**src/design/sicp_defs.svh**
```systemverilog
/*
 Constants of the command port between a master and a slave I/O processor:
 buffer flag layout, service request layout, command codes, register offsets.
 Assumes inclusion by bare name from the package, the link monitor and the testbench.
*/
// Function
// - Master sends single-byte commands, optional data byte
// - Data-less commands: init, interrupt enable, acknowledge
// - Data byte carries transfer data, status, parameter
// - Slave accepts valid command once previous completes
// - Flags show command taken, data taken, done
// - Master polls flag byte to follow progress
// - Only hardware status byte is flag byte
// - Other status returns through ordinary data path
// - Parameters travel as ordinary data bytes
// - Completion reported as polled service request bit
// - Slave idle unless answering a command
// - Master only orders byte transfers, no timing
// - Master polls periodically for independent service requests
`ifndef SICP_DEFS_SVH
`define SICP_DEFS_SVH
// Buffer flag byte bit positions
`define SICP_FLG_OBF 0
`define SICP_FLG_IBF 1
`define SICP_FLG_CMD 2
`define SICP_FLG_DACK 3
`define SICP_FLG_DONE 4
`define SICP_FLG_BUSY 5
// Service request bits inside status byte
`define SICP_SRQ_DONE 0
`define SICP_SRQ_EXT 1
// Command codes (low nibble); bit 7 marks a command with data
`define SICP_CMD_WITHDATA_BIT 7
`define SICP_CMD_INIT 4'h0
`define SICP_CMD_INTEN 4'h1
`define SICP_CMD_INTDIS 4'h2
`define SICP_CMD_ACK 4'h3
`define SICP_CMD_STATUS 4'h4
`define SICP_CMD_WRDATA 4'h5
`define SICP_CMD_RDDATA 4'h6
`define SICP_CMD_PARAM 4'h7
`define SICP_CMD_LAST 4'h7
// Host register byte offsets
`define SICP_REG_CMD 8'h00
`define SICP_REG_DATA 8'h04
`define SICP_REG_FLAGS 8'h08
`define SICP_REG_RDATA 8'h0C
`define SICP_REG_ISTAT 8'h10
`define SICP_REG_IMASK 8'h14
// Interrupt status bits
`define SICP_IRQ_DONE 0
`define SICP_IRQ_SRQ 1
`define SICP_IRQ_W 2
`endif

```
**src/design/sicp_pkg.sv**
```systemverilog
/*
 Types for the slave I/O command port.
 Assumes sicp_defs.svh on the include path.
*/
package sicp_pkg;
   `include "sicp_defs.svh"
   // Slave engine states, Gray order along the usual path
   typedef enum logic [2:0] {
      SICP_IDLE = 3'b000,
      SICP_WAITD = 3'b001,
      SICP_EXEC = 3'b011,
      SICP_FIN = 3'b010
   } sicp_state_e;
   // Host side transaction states
   typedef enum logic [1:0] {
      SICP_H_IDLE = 2'b00,
      SICP_H_CMD = 2'b01,
      SICP_H_DAT = 2'b11
   } sicp_hstate_e;
endpackage

```
**src/design/sicp_if.sv**
```systemverilog
/*
 Byte link between master and slave: write strobes for command and data,
 flag byte and returned data byte from the slave.
 Assumes one clock shared by both ends.
*/
`timescale 1ns/1ns
interface sicp_if;
   logic cmd_wr; // Master writes a command byte, one-cycle pulse
   logic dat_wr; // Master writes a data byte, one-cycle pulse
   logic dat_rd; // Master consumes the returned data byte, pulse
   logic [7:0] wbyte; // Byte written by master
   logic [7:0] host_byte_buffer; // Byte returned by slave
   logic [7:0] flags; // Buffer flag byte, the one hardware status byte
   modport master (output cmd_wr, dat_wr, dat_rd, wbyte,
      input host_byte_buffer, flags);
   modport slave (input cmd_wr, dat_wr, dat_rd, wbyte,
      output host_byte_buffer, flags);
endinterface

```
**src/design/sicp_srq.sv**
```systemverilog
/*
 Sticky service request byte kept by the slave, read back as data.
 Assumes the same clock and reset as the slave end.
*/
`timescale 1ns/1ns
module sicp_srq
   import sicp_pkg::*;
(
   input wire logic hclk,
   input wire logic hresetn,
   input wire logic [1:0] set_i,
   input wire logic [1:0] clr_i,
   output logic [7:0] srq_o
);
   logic [1:0] srq_q; // Pending requests
   // Set wins over acknowledge so no request is lost
   always_ff @(posedge hclk or negedge hresetn) begin
      if (!hresetn) begin
         srq_q <= 2'h0;
      end else begin
         srq_q <= (srq_q & ~clr_i) | set_i;
      end
   end
   assign srq_o = {6'h00, srq_q};
endmodule // sicp_srq

```
**src/design/sicp_slave.sv**
```systemverilog
/*
 Slave I/O processor end: takes commands and data bytes, keeps the flag
 byte, moves bytes to and from a user-side peripheral port.
 Assumes the master keeps the byte ordering of the link.
*/
`timescale 1ns/1ns
module sicp_slave
   import sicp_pkg::*;
(
   input wire logic hclk,
   input wire logic hresetn,
   sicp_if.slave lnk,
   output logic [7:0] per_wdata,
   output logic per_wr,
   output logic per_rd,
   input wire logic [7:0] per_rdata,
   input wire logic per_srq,
   output logic [7:0] per_param,
   output logic per_irq_en
);
   // The engine runs one command at a time. A command whose top bit is set
   // waits for its data byte before it executes; any other command goes
   // straight to execution. Execution and finish take one cycle each, so
   // a plain command keeps the port busy for exactly two cycles.
   // Trade-off: a fixed short execution keeps the master's polling simple,
   // but a slow peripheral must accept its strobe within one cycle.
   sicp_state_e st_q; // Engine state
   logic [7:0] cmd_q; // Command under execution
   logic [7:0] dat_q; // Data byte taken with command
   logic [7:0] out_q; // Byte returned to master
   logic obf_q; // Returned byte waiting
   logic [1:0] srq_set; // Service request set terms
   logic [1:0] srq_clr; // Service request acknowledges
   logic [7:0] srq_b; // Service request byte
   logic ext_q1, ext_q2, ext_q3; // Peripheral request synchroniser
   logic ext_prev_q; // Last agreed level of the peripheral request
   logic ext_rise; // One-cycle pulse on an agreed rising edge
   logic accept; // Command strobe while the engine is free
   logic valid; // Command code is one the engine knows

   // A command is valid when its code is known
   function automatic logic cmd_ok(input logic [7:0] c);
      cmd_ok = (c[3:0] <= `SICP_CMD_LAST);
   endfunction
   // Only ready when previous command finished
   assign accept = lnk.cmd_wr && (st_q == SICP_IDLE);
   assign valid = cmd_ok(lnk.wbyte);

   // Peripheral request comes from outside: three flops, last two agree.
   // Only the second and third stages are compared, so a level that is
   // still settling in the first stage never produces a request.
   // The idle level after reset is low, matching the pin's idle level,
   // so no false edge follows reset.
   always_ff @(posedge hclk or negedge hresetn) begin
      if (!hresetn) begin
         ext_q1 <= 1'b0;
         ext_q2 <= 1'b0;
         ext_q3 <= 1'b0;
         ext_prev_q <= 1'b0;
      end else begin
         ext_q1 <= per_srq;
         ext_q2 <= ext_q1;
         ext_q3 <= ext_q2;
         if (ext_q2 == ext_q3) ext_prev_q <= ext_q3;
      end
   end
   assign ext_rise = (ext_q2 == ext_q3) && ext_q3 && !ext_prev_q;

   // Command engine; stays idle until a command arrives.
   // A command strobe seen outside the idle state is dropped on purpose:
   // the master must watch the busy flag before it sends the next one.
   // Unknown codes are dropped too, so a stray write cannot start work.
   always_ff @(posedge hclk or negedge hresetn) begin
      if (!hresetn) begin
         st_q <= SICP_IDLE;
         cmd_q <= 8'h00;
         dat_q <= 8'h00;
      end else begin
         case (st_q)
            SICP_IDLE: begin
               if (accept && valid) begin
                  cmd_q <= lnk.wbyte;
                  st_q <= lnk.wbyte[`SICP_CMD_WITHDATA_BIT] ? SICP_WAITD : SICP_EXEC;
               end
            end
            SICP_WAITD: begin
               if (lnk.dat_wr) begin
                  dat_q <= lnk.wbyte;
                  st_q <= SICP_EXEC;
               end
            end
            SICP_EXEC: st_q <= SICP_FIN;
            SICP_FIN: st_q <= SICP_IDLE;
            default: st_q <= SICP_IDLE;
         endcase
      end
   end

   // Peripheral strobes and parameters during execution.
   // Strobes are single-cycle pulses from flops, cleared every cycle
   // unless the executing command asks for one.
   // The interrupt enable level is only a request to the peripheral side;
   // the link itself never raises an interrupt, completion is polled.
   always_ff @(posedge hclk or negedge hresetn) begin
      if (!hresetn) begin
         per_wdata <= 8'h00;
         per_wr <= 1'b0;
         per_rd <= 1'b0;
         per_param <= 8'h00;
         per_irq_en <= 1'b0;
      end else begin
         per_wr <= 1'b0;
         per_rd <= 1'b0;
         if (st_q == SICP_EXEC) begin
            case (cmd_q[3:0])
               `SICP_CMD_INIT: per_irq_en <= 1'b0;
               `SICP_CMD_INTEN: per_irq_en <= 1'b1;
               `SICP_CMD_INTDIS: per_irq_en <= 1'b0;
               `SICP_CMD_WRDATA: begin
                  per_wdata <= dat_q;
                  per_wr <= 1'b1;
               end
               `SICP_CMD_RDDATA: per_rd <= 1'b1;
               `SICP_CMD_PARAM: per_param <= dat_q;
               default: per_param <= per_param;
            endcase
         end
      end
   end

   // Returned byte: status and data share one path.
   // Software tells a status byte from a data byte only by the command it
   // sent; the hardware path is identical for both.
   // A new returned byte overwrites an unread one; the master is expected
   // to read the byte before it sends the next returning command.
   always_ff @(posedge hclk or negedge hresetn) begin
      if (!hresetn) begin
         out_q <= 8'h00;
         obf_q <= 1'b0;
      end else if (st_q == SICP_EXEC && cmd_q[3:0] == `SICP_CMD_STATUS) begin
         out_q <= srq_b;
         obf_q <= 1'b1;
      end else if (st_q == SICP_EXEC && cmd_q[3:0] == `SICP_CMD_RDDATA) begin
         out_q <= per_rdata;
         obf_q <= 1'b1;
      end else if (lnk.dat_rd) begin
         obf_q <= 1'b0;
      end
   end

   // Acknowledge clears pending requests; init clears all.
   // Clear happens in execution and done is set in finish, so the
   // acknowledge of one command never hides the completion of the same.
   always_comb begin
      srq_set = 2'h0;
      srq_clr = 2'h0;
      srq_set[`SICP_SRQ_DONE] = (st_q == SICP_FIN);
      srq_set[`SICP_SRQ_EXT] = ext_rise;
      if (st_q == SICP_EXEC && (cmd_q[3:0] == `SICP_CMD_ACK ||
         cmd_q[3:0] == `SICP_CMD_INIT)) begin
         srq_clr = 2'h3;
      end
   end

   sicp_srq u_srq (
      .hclk(hclk),
      .hresetn(hresetn),
      .set_i(srq_set),
      .clr_i(srq_clr),
      .srq_o(srq_b)
   );

   // Flag byte, the only hardware status the master sees.
   // Built from state each cycle, so it follows the engine without delay.
   // Input-full and command-taken read the same today; they are kept as
   // separate bits so a deeper engine can split them later.
   // Data-taken stays set through execution and finish of a data command.
   always_comb begin
      lnk.flags = 8'h00;
      lnk.flags[`SICP_FLG_OBF] = obf_q;
      lnk.flags[`SICP_FLG_IBF] = (st_q != SICP_IDLE);
      lnk.flags[`SICP_FLG_CMD] = (st_q != SICP_IDLE);
      lnk.flags[`SICP_FLG_DACK] = (st_q == SICP_EXEC || st_q == SICP_FIN) &&
         cmd_q[`SICP_CMD_WITHDATA_BIT];
      lnk.flags[`SICP_FLG_DONE] = (st_q == SICP_IDLE);
      lnk.flags[`SICP_FLG_BUSY] = (st_q != SICP_IDLE);
   end
   assign lnk.host_byte_buffer = out_q;
endmodule // sicp_slave

```
**src/flat_wrapper.sv**
```systemverilog
// flat-port wrapper written by rule: the top's interface ports become plain ports
module sicp_slave_flat import sicp_pkg::*;
  (hclk, hresetn, per_wdata, per_wr, per_rd, per_rdata, per_srq, per_param, per_irq_en, lnk_cmd_wr, lnk_dat_wr, lnk_dat_rd, lnk_wbyte, lnk_host_byte_buffer, lnk_flags);
  sicp_if lnk_i ();
  input wire logic hclk;
  input wire logic hresetn;
  output logic [7:0] per_wdata;
  output logic per_wr;
  output logic per_rd;
  input wire logic [7:0] per_rdata;
  input wire logic per_srq;
  output logic [7:0] per_param;
  output logic per_irq_en;
  input wire logic [$bits(lnk_i.cmd_wr)-1:0] lnk_cmd_wr;
  input wire logic [$bits(lnk_i.dat_wr)-1:0] lnk_dat_wr;
  input wire logic [$bits(lnk_i.dat_rd)-1:0] lnk_dat_rd;
  input wire logic [$bits(lnk_i.wbyte)-1:0] lnk_wbyte;
  output wire logic [$bits(lnk_i.host_byte_buffer)-1:0] lnk_host_byte_buffer;
  output wire logic [$bits(lnk_i.flags)-1:0] lnk_flags;
  assign lnk_i.cmd_wr = lnk_cmd_wr;
  assign lnk_i.dat_wr = lnk_dat_wr;
  assign lnk_i.dat_rd = lnk_dat_rd;
  assign lnk_i.wbyte = lnk_wbyte;
  assign lnk_host_byte_buffer = lnk_i.host_byte_buffer;
  assign lnk_flags = lnk_i.flags;
  sicp_slave u_core (.hclk(hclk), .hresetn(hresetn), .lnk(lnk_i), .per_wdata(per_wdata), .per_wr(per_wr), .per_rd(per_rd), .per_rdata(per_rdata), .per_srq(per_srq), .per_param(per_param), .per_irq_en(per_irq_en));
endmodule
```
**config.mk**
```make
export PLATFORM = sky130hd
export DESIGN_NAME = sicp_slave_flat
export DESIGN_NICKNAME = d
export VERILOG_FILES = /design/src/design/sicp_pkg.sv /design/src/design/sicp_if.sv /design/src/design/sicp_srq.sv /design/src/design/sicp_slave.sv /design/src/flat_wrapper.sv
export VERILOG_INCLUDE_DIRS = /design/src /design/src/design
export SDC_FILE = /design/constraint.sdc
export NUM_CORES = 1
export LEC_CHECK = 0
export ABC_CLOCK_PERIOD_IN_PS = 1800
export BUFFER_PORTS_ARGS = -buffer_cell sky130_fd_sc_hd__buf_4
export CORE_MARGIN = 2
export CORE_UTILIZATION = 53
export CTS_BUF_LIST = sky130_fd_sc_hd__clkbuf_4 sky130_fd_sc_hd__clkbuf_8
export CTS_CLUSTER_DIAMETER = 50
export DETAILED_ROUTE_END_ITERATION = 6
export PLACE_DENSITY = 0.86
export SLEW_MARGIN = 20
export SYNTH_ARGS = -nofsm -noshare
export SYNTH_HDL_FRONTEND = slang
export SYNTH_SLANG_ARGS = --single-unit
```
**constraint.sdc**
```tcl
create_clock -name hclk -period 1.8 [get_ports hclk]
set_clock_uncertainty 0.05 [all_clocks]
set_input_delay 0.27 -clock hclk [delete_from_list [all_inputs] [get_ports hclk]]
set_output_delay 0.27 -clock hclk [all_outputs]
set_load 0.01 [all_outputs]
```
==> results of run 1 <==
area by class of cell:
| cell class | instances | area share [%] |
|---|---|---|
| Tap cell | 48 | 2.36 |
| Inverter | 6 | 0.886 |
| Timing Repair Buffer | 57 | 16.9 |
| Multi-Input combinational cell | 83 | 27.6 |
| Clock inverter | 1 | 0.197 |
| Clock buffer | 7 | 3.79 |
| Sequential cell | 49 | 48.3 |
path summary, 6_finish.rpt:
kind | from | endpoint | slack [ns]
max | u_core.st_q[1] | u_core.per_wdata[6] | 0.16
min | per_srq | u_core.ext_q1 | 0.03
max reg2reg | u_core.st_q[1] | u_core.per_wdata[6] | 0.16
min reg2reg | u_core.ext_q1 | u_core.ext_q2 | 0.31
max in group asynchronous | hresetn | u_core.ext_q3 | 0.81
min in group asynchronous | hresetn | u_core.dat_q[3] | 0.49
state kept, by name (all words and copies together), names as in the netlist:
signal and cells:
u_core.per_wdata 8, u_core.cmd_q 5, u_core.per_irq_en 1, u_core.per_wr 1, u_core.ext_q3 1, u_core.per_param 8
u_core.st_q 2, u_core.per_rd 1, u_core.ext_prev_q 1, u_core.u_srq.srq_q 2, u_core.lnk.host_byte_buffer 8, u_core.dat_q 8
u_core.obf_q 1, u_core.ext_q2 1, u_core.ext_q1 1
repair_timing:
action / in CTS / in global routing
hold buffers: 1 / 0
setup buffers: 0 / 0
hold endpoints to repair: 49 / 0
synthesized netlist by cell type:
| cell type | count | area [sq um] |
|---|---|---|
| inv_1 | 6 | 22.5 |
| clkbuf_1 | 4 | 15.0 |
| nor2_1 | 4 | 15.0 |
| and4b_4 | 1 | 13.8 |
| nand2b_1 | 1 | 6.26 |
| buf_2 | 2 | 10.0 |
| nor2b_1 | 1 | 6.26 |
| conb_1 | 1 | 3.75 |
| dfrtp_1 | 49 | 1230 |
| nand3_2 | 1 | 10.0 |
| buf_12 | 1 | 20.0 |
| and2_1 | 1 | 6.26 |
| nor4b_4 | 1 | 23.8 |
| buf_6 | 2 | 22.5 |
| a22o_1 | 2 | 17.5 |
| o31ai_1 | 6 | 45.0 |
| o32a_1 | 1 | 10.0 |
| or3_1 | 1 | 6.26 |
| buf_4 | 5 | 37.5 |
| ha_1 | 1 | 12.5 |
| nand3b_1 | 2 | 15.0 |
| o41ai_1 | 2 | 17.5 |
| nor3_1 | 2 | 10.0 |
| mux2_2 | 19 | 214 |
| nand2_1 | 8 | 30.0 |
| o21bai_1 | 1 | 7.51 |
| mux2_4 | 8 | 120 |
| o21ai_0 | 12 | 60.1 |
| o22ai_1 | 1 | 6.26 |
| a21oi_1 | 2 | 10.0 |
| or4b_1 | 1 | 10.0 |
| xor2_1 | 1 | 8.76 |
| and3_4 | 1 | 11.3 |
per-stage QoR:
| step | hold WS (ns) | instance area, sq um | util, % |
|---|---|---|---|
| floorplan | -0.0756 | 2050 | - |
| global placement | 0.253 | 2430 | 65.9 |
| detailed placement | 0.267 | 2430 | 65.9 |
| CTS | 0.0313 | 2540 | 68.9 |
| global route | 0.0197 | 2540 | 68.9 |
| finish | 0.0330 | 2540 | 68.9 |
logic make-up after synthesis:
kind of cell	after synthesis
buffers and inverters	20
adder cells (fa/ha/maj)	1
multiplexers	27
AO/OA/AOI/OAI	27
other	1
XOR/XNOR	1
AND/OR/NAND/NOR	25
flip-flops	49
per-layer routing:
metal | up-vias | share of wire [%] | routed length, um | global-route usage [%]
li1 | 620 | - | - | -
met1 | 681 | 42 | 1580 | 24.7
met2 | 40 | 52 | 1960 | 30.8
met3 | 7 | 4.1 | 153 | 3.58
met4 | 0 | 1.6 | 61 | 8.42
met5 | - | 0 | 0 | 0
power by group:
| part | switching [mW] | internal [mW] |
|---|---|---|
| sequential | 0.373 | 1.56 |
| combinational | 0.676 | 0.900 |
| clock | 0.339 | 0.347 |
| total | 1.39 | 2.81 |
cells in the final DEF (no fill, tap or decap), types with 2 or more instances in the layout:
master / n
a21oi_1: 2
a22o_1: 2
buf_4: 56
clkbuf_8: 7
conb_1: 2
dfrtp_1: 49
inv_1: 6
mux2_2: 19
mux2_4: 8
nand2_1: 8
nand3b_1: 2
nor2_1: 4
nor3_1: 2
o21ai_0: 12
o31ai_1: 6
o41ai_1: 2
==> flow_metrics.py, run 1 <==
metrics = {
    "placed_design": {
        "post-place-ws_ns": 0.168,
        "port_buffers": 54,
        "placed_cells": 242,
        "finalWeightedCongestion": 0.819,
        "dp_hpwl_um": 2660,
    },
    "setup_path": {
        "cp-start-kind": "flip-flop",
        "cp_cell_sequence": "and4b_4, and3_4, mux2_4",
        "crit_type": "flip-flop to flip-flop",
        "worstPathRequired_ns": 1.93,
        "max_stage_delay_ns": 0.54,
        "cp-end-kind": "flip-flop",
        "path_max_fanout": 10,
        "path_depth": 3,
        "critPathArrivalTime_ns": 1.77,
        "cp_num_buf_inv": 0,
        "rr_worst_depth": 3,
        "worst_path_max_delay_cell": "dfrtp_1",
        "crit_family": "simple AND/OR/NAND/NOR gates",
    },
    "global_route": {
        "antenna_found_initial": 0,
        "grt_max_degree": 50,
        "grt_pass1_vias": 1321,
        "globalRoute.totalOverflow": 0,
        "grt_pass1_wl_um": 6220,
        "grt_usage_pct": 18.9,
    },
    "die": {
        "fp.dieH_um": 66.2,
        "ios": 57,
        "coreArea_sq_um": 3690,
        "die_area_sq_um": 4380,
        "std_cell_rows": 22,
        "die_w_um": 66.2,
        "start_util_pct": 55.6,
    },
    "layout": {
        "num-fill-cells": 261,
        "drive_gt1_share_pct": 46.8,
        "diodes": 0,
        "regArea_sq_um": 1230,
        "area_growth_syn_to_layout_pct": 23.9,
        "nNetsFinal": 225,
        "multi_input_area_sq_um": 701,
        "fin_cells": 251,
    },
    "routing": {
        "viasPerCell": 5.37,
        "wl_um": 3750,
        "first_iter_violations": 109,
        "wire_per_inst_um": 14.9,
        "dr.pass1.iters": 4,
        "detail-route-antenna-nets": 0,
        "drcViolationCount": 0,
        "via_count": 1348,
    },
    "clock_network": {
        "clock-sinks": 49,
        "path_clk_slew_ns": 0.08,
        "cts_max_path_buffers": 2,
        "cts_made_buffers": 5,
        "clkLatencyLatePin_ns": 0.29,
        "cts_root_buf": "clkbuf_8",
        "cts_tree": "built",
        "h-tree-depth": 2,
        "post_cts_resized": 0,
    },
    "logic_synthesis": {
        "synth_top_family_by_area": "multiplexers",
        "netlist_instances": 151,
        "yosys.area_share.adder_pct": 0.610,
        "ys_warn_count": 0,
        "synth_seq_cells": 49,
        "syn-mean-instance-area_sq_um": 13.6,
        "synth_xor_area_share_pct": 0.427,
        "synthesis.area_sq_um": 2050,
        "synth_compound_area_share_pct": 8.48,
        "synthMuxAreaShare_pct": 16.3,
        "yosysSeqAreaShare_pct": 59.8,
        "synth.distinct_cells": 33,
        "yosys.area_share.simple_pct": 7.99,
    },
    "timing": {
        "finalSetupViolCount": 0,
        "worst_slack_ns": 0.157,
        "rsz0062_at_grt": "false",
        "fin_crit_ns": 1.64,
        "relSlewSlack_pct": 60.7,
        "fin_crit_sh_pct": 91.3,
        "finalSetupTns_ns": 0,
        "hold_viol": 0,
        "maxSlewViolCount": 0,
        "max_clock_freq_ghz": 0.609,
        "worst_pin_slew_ns": 0.590,
    },
    "hold_path": {
        "hold_path.class": "input port to flip-flop",
        "min_path_cells": 1,
    },
    "pwr": {
        "power_mw": 4.19,
        "vdd_drop_max_mv": 1.34,
        "leakage_nw": 1.23,
        "p_per_area_nw_per_um2": 1650,
    },
    "run": {
        "drv_cap": 0,
    },
    "status": {
        "run_status": "completed",
    },
}
Power figures use the tool's default switching activity.
==> run 2: changes to the inputs <==
Settings changed: ABC_CLOCK_PERIOD_IN_PS 1800 to 1330, CORE_UTILIZATION 53 to 48, PLACE_DENSITY 0.86 to 0.82.
Clock period 1.8 ns to 1.33 ns, I/O delays scaled along.
==> run 2 against run 1 <==
Against the previous run: the flow now finishes with violations (setup timing); routed wire length grew 13%; critical path depth is the same; power grew 60%; via count grew 4.3%; global-route usage shrank 0.42 points; cell area grew 14%; largest power group is now combinational logic; highest routed layer unchanged.
==> flow_metrics.py, run 2 (synthesis results as in run 1) <==
metrics = {
    "timing": {
        "max_clock_freq_ghz": 0.672,
        "hold_viol": 0,
        "rsz0062_at_grt": "true",
        "fin_crit_ns": 1.49,
        "finalSetupTns_ns": -3.24,
        "holdWs_ns": 0.0345,
        "finalSetupViolCount": 45,
        "worst_slack_ns": -0.157,
        "fin_crit_sh_pct": 112,
        "maxSlewViolCount": 0,
    },
    "setup_path": {
        "crit_start": "u_core.cmd_q[3]",
        "path_max_fanout": 5,
        "worstPathRequired_ns": 1.47,
        "cp-start-kind": "flip-flop",
        "path_depth": 3,
        "r2r_start": "u_core.cmd_q[3]",
        "reg2reg_to": "u_core.per_wdata[7]",
        "max_stage_delay_ns": 0.39,
        "setup.worst_path.end": "u_core.per_wdata[7]",
        "crit_family": "simple AND/OR/NAND/NOR gates",
        "cp-end-kind": "flip-flop",
        "cp_num_buf_inv": 0,
        "critPathArrivalTime_ns": 1.63,
        "crit_type": "flip-flop to flip-flop",
        "rr_worst_depth": 3,
        "cp_cell_sequence": "and4b_4, and3_4, mux2_4",
        "worst_path_max_delay_cell": "dfrtp_1",
        "rrSetupSlack_ns": -0.16,
    },
    "pwr": {
        "leakage_nw": 1.40,
        "p_int_mw": 4.55,
        "switching_share_pct": 32.3,
        "vdd_drop_max_mv": 1.13,
        "clockPowerShare_pct": 18.3,
        "p_switching_mw": 2.17,
        "p_per_area_nw_per_um2": 2330,
        "combPwrFrac_pct": 43.8,
        "pwr-share-seq_pct": 38.0,
    },
    "routing": {
        "dr.pass1.iters": 4,
        "detail-route-antenna-nets": 0,
        "wl_um": 4230,
        "drcViolationCount": 0,
        "viasPerCell": 5.15,
        "via_count": 1406,
        "first_iter_violations": 86,
        "wire_per_inst_um": 15.5,
    },
    "placed_design": {
        "port_buffers": 54,
        "placed_cell_area_sq_um": 2560,
        "finalWeightedCongestion": 0.802,
        "dp_hpwl_um": 2870,
        "post-place-ws_ns": -0.183,
    },
    "global_route": {
        "globalRoute.totalOverflow": 0,
        "grt_max_degree": 29,
        "grt_pass1_wl_um": 7050,
        "grt_pass1_vias": 1455,
        "grt_usage_pct": 18.5,
        "antenna_found_initial": 0,
    },
    "layout": {
        "nNetsFinal": 245,
        "num-fill-cells": 267,
        "regArea_sq_um": 1230,
        "drive_gt1_share_pct": 58.7,
        "diodes": 0,
        "fin_area_sq_um": 2890,
        "multi_input_area_sq_um": 798,
        "fin_util_pct": 71.1,
        "final_cell_mix": "62 x buf_4, 49 x dfrtp_1, 17 x mux2_2",
        "mostFrequentLayoutCell": "buf_4",
        "area_growth_syn_to_layout_pct": 40.7,
    },
    "die": {
        "ios": 57,
        "coreArea_sq_um": 4060,
        "fp.dieH_um": 69.4,
        "std_cell_rows": 23,
        "start_util_pct": 50.5,
        "die_w_um": 69.4,
        "die_area_sq_um": 4810,
    },
    "clock_network": {
        "cts_root_buf": "clkbuf_8",
        "clkLatencyLatePin_ns": 0.30,
        "h-tree-depth": 2,
        "clock-sinks": 49,
        "cts_made_buffers": 5,
        "path_clk_slew_ns": 0.09,
        "cts_tree": "built",
        "cts_max_path_buffers": 2,
    },
    "run": {
        "drv_cap": 0,
    },
    "status": {
        "run_status": "finished, violations left",
        "violations": "setup timing",
    },
    "hold_path": {
        "hold_path.class": "input port to flip-flop",
    },
}
==> run 2: timing repair <==
item | CTS | global route
endpoints found under the hold margin | 22 | 0
setup endpoints to repair | 40 | 45
gates cloned | 1 | 1
hold buffers | 2 | 0
pin swaps | 8 | 5
gates resized for setup | 22 | 22
setup buffers | 2 | 2
==> run 2: area by class of cell <==
type | instances | area share [%]
clock buffer | 5 | 2.39
clock inverter | 3 | 2.25
inverter | 6 | 0.781
multi-input combinational | 84 | 27.7
sequential | 49 | 42.5
tap | 50 | 2.17
timing repair buffer | 76 | 22.2
==> run 2: power groups by stage <==
stage                     combinational [mW]  clock [mW]  sequential [mW]
after floorplan                         1.30           0             2.61
after global placement                  2.47           0             2.52
after detailed placement                2.55           0             2.53
after CTS                               2.80        1.27             2.53
after global routing                    3.16        1.34             2.64
final                                   2.94        1.23             2.55
==> run 2: how the worst min path moves through the flow <==
stage               startpoint         endpoint  slack (ns)  depth (start not counted)
finish              lnk_dat_rd     u_core.obf_q        0.03                          2
global route        lnk_dat_rd     u_core.obf_q        0.02                          2
CTS                 lnk_dat_rd     u_core.obf_q        0.02                          2
detailed placement     hresetn     u_core.obf_q        0.07                          1
global placement       hresetn     u_core.obf_q        0.06                          1
floorplan              hresetn  u_core.cmd_q[0]       -0.15                          0
==> run 2: through the flow <==
| stage | total power, mW | std cells |
|---|---|---|
| 3_3_place_gp | 4.99 | 257 |
| 3_5_place_dp | 5.08 | 257 |
| 5_1_grt | 7.13 | 273 |
| 4_1_cts | 6.60 | 270 |
| 2_1_floorplan | 3.91 | 152 |
| 6_report | 6.72 | 273 |
==> run 2: per-layer routing <==
metal	vias up	wire length (um)	global-route usage, %
li1	663	-	-
met1	689	1840	24.5
met2	49	2080	29.7
met3	5	244	5.23
met4	0	60	5.88
met5	-	0	0
==> run 3: changes to the inputs <==
Settings changed: REMOVE_ABC_BUFFERS set to 1.
==> run 3 against run 2 <==
Against the previous run: the run still ends with setup timing left; cell area fell by 3.2%; die area did not move; critical endpoint is now u_core.per_wdata[1]; first-iteration DRC count rose by 2.3%; fmax rose by 1.3%; register-to-register slack improved by 0.02 ns; largest power group unchanged; sequential share of layout area rose by 1.4 points.
==> flow_metrics.py, run 3 (synthesis results as in run 1) <==
metrics = {
    "status": {
        "run_status": "finished, violations left",
        "violations": "setup timing",
    },
    "pwr": {
        "p_per_area_nw_per_um2": 2250,
        "combPwrFrac_pct": 45.5,
        "switching_share_pct": 34.4,
        "clockPowerShare_pct": 13.9,
        "leakage_nw": 1.34,
        "p_int_mw": 4.12,
        "p_switching_mw": 2.16,
        "vdd_drop_max_mv": 1.21,
        "pwr-share-seq_pct": 40.6,
    },
    "timing": {
        "relSlewSlack_pct": 60.5,
        "maxSlewViolCount": 0,
        "fin_crit_sh_pct": 110,
        "worst_slack_ns": -0.138,
        "holdWs_ns": 0.0482,
        "hold_viol": 0,
        "worst_pin_slew_ns": 0.592,
        "fin_crit_ns": 1.47,
        "finalSetupViolCount": 42,
        "max_clock_freq_ghz": 0.681,
        "rsz0062_at_grt": "true",
    },
    "routing": {
        "dr.pass1.iters": 4,
        "drcViolationCount": 0,
        "first_iter_violations": 88,
        "viasPerCell": 5.14,
        "wl_um": 4190,
        "detail-route-antenna-nets": 0,
        "via_count": 1384,
        "wire_per_inst_um": 15.6,
    },
    "hold_path": {
        "hp-start": "lnk_dat_rd",
        "min_path_cells": 2,
        "hold_path.class": "input port to flip-flop",
        "min_to": "u_core.obf_q",
    },
    "clock_network": {
        "path_clk_slew_ns": 0.09,
        "cts_made_buffers": 5,
        "clkLatencyLatePin_ns": 0.30,
        "h-tree-depth": 2,
        "cts_root_buf": "clkbuf_8",
        "cts_tree": "built",
        "clock-sinks": 49,
        "cts_max_path_buffers": 2,
    },
    "setup_path": {
        "critPathArrivalTime_ns": 1.60,
        "crit_type": "flip-flop to flip-flop",
        "max_stage_delay_ns": 0.39,
        "worstPathRequired_ns": 1.46,
        "cp_num_buf_inv": 0,
        "r2r_start": "u_core.cmd_q[3]",
        "cp-end-kind": "flip-flop",
        "cp_cell_sequence": "and4b_4, and3_4, mux2_4",
        "cp-start-kind": "flip-flop",
        "rr_worst_depth": 3,
        "crit_family": "simple AND/OR/NAND/NOR gates",
        "worst_path_max_delay_cell": "dfrtp_1",
        "reg2reg_to": "u_core.per_wdata[1]",
        "rrSetupSlack_ns": -0.14,
        "path_max_fanout": 5,
        "path_depth": 3,
    },
    "die": {
        "fp.dieH_um": 69.4,
        "ios": 57,
        "std_cell_rows": 23,
        "die_area_sq_um": 4810,
        "coreArea_sq_um": 4060,
        "start_util_pct": 50.5,
        "die_w_um": 69.4,
    },
    "placed_design": {
        "port_buffers": 54,
        "finalWeightedCongestion": 0.782,
        "dp_hpwl_um": 2710,
        "post-place-ws_ns": -0.181,
    },
    "layout": {
        "final_cell_mix": "61 x buf_4, 48 x dfrtp_1, 17 x mux2_2",
        "nNetsFinal": 241,
        "mostFrequentLayoutCell": "buf_4",
        "area_growth_syn_to_layout_pct": 36.2,
        "num-fill-cells": 289,
        "drive_gt1_share_pct": 58.9,
        "diodes": 0,
    },
    "global_route": {
        "grt_pass1_wl_um": 6820,
        "grt_pass1_vias": 1350,
        "globalRoute.totalOverflow": 0,
        "antenna_found_initial": 0,
        "grt_usage_pct": 17.7,
        "grt_max_degree": 50,
    },
    "run": {
        "drv_cap": 0,
    },
}
[run 3: routing by layer]
metal	vias up	GRT usage, %	part of all wire (%)
met4	0	3.92	0.41
met3	2	4.94	6.3
li1	657	-	-
met1	681	24.7	45
met5	-	0	0
met2	44	27.8	48
[run 3: power by group through the flow]
stage          Combinational [mW]  Clock (mW)  Sequential [mW]
2_1_floorplan               0.986           0             2.71
3_3_place_gp                 2.39           0             2.53
3_5_place_dp                 2.47           0             2.53
4_1_cts                      2.83       0.903             2.54
5_1_grt                      3.06       0.974             2.63
6_report                     2.86       0.876             2.55
[run 3: cell type report]
class / instances / area, sq um / share of cell area (%)
multi-input combinational: 84 / 802 / 28.7
timing repair buffer: 72 / 588 / 21.0
sequential: 49 / 1230 / 43.9
inverter: 6 / 22.5 / 0.806
clock buffer: 6 / 76.3 / 2.73
clock inverter: 2 / 15.0 / 0.537
tap: 50 / 62.6 / 2.24
[run 3: how the worst max path moves through the flow]
stage / from / to / slack [ns]
floorplan: u_core.st_q[1] / u_core.u_srq.srq_q[0] / -0.35
global placement: u_core.cmd_q[3] / u_core.per_wdata[6] / -0.14
detailed placement: u_core.cmd_q[3] / u_core.per_wdata[4] / -0.18
CTS: u_core.cmd_q[3] / u_core.per_wdata[1] / -0.14
global route: u_core.cmd_q[3] / u_core.per_param[1] / -0.17
finish: u_core.cmd_q[3] / u_core.per_wdata[1] / -0.14
[run 3: timing repair]
item,in CTS,in global routing
setup endpoints to repair,39,48
endpoints found under the hold margin,50,0
buffers inserted,3,1
pin swaps,15,3
gates resized for setup,37,5
hold buffers,2,0
gates cloned,2,0
[run 3: through the flow]
step	power (mW)	std cells	TNS, ns	instance area, sq um	util [%]
after detailed placement	5.01	254	-3.07	2520	62.1
final	6.28	269	-3.20	2790	68.9
after floorplan	3.69	138	-3.46	1950	-
after global placement	4.92	254	-2.00	2520	62.1
after global routing	6.66	269	-5.03	2790	68.9
after CTS	6.27	269	-3.41	2780	68.4
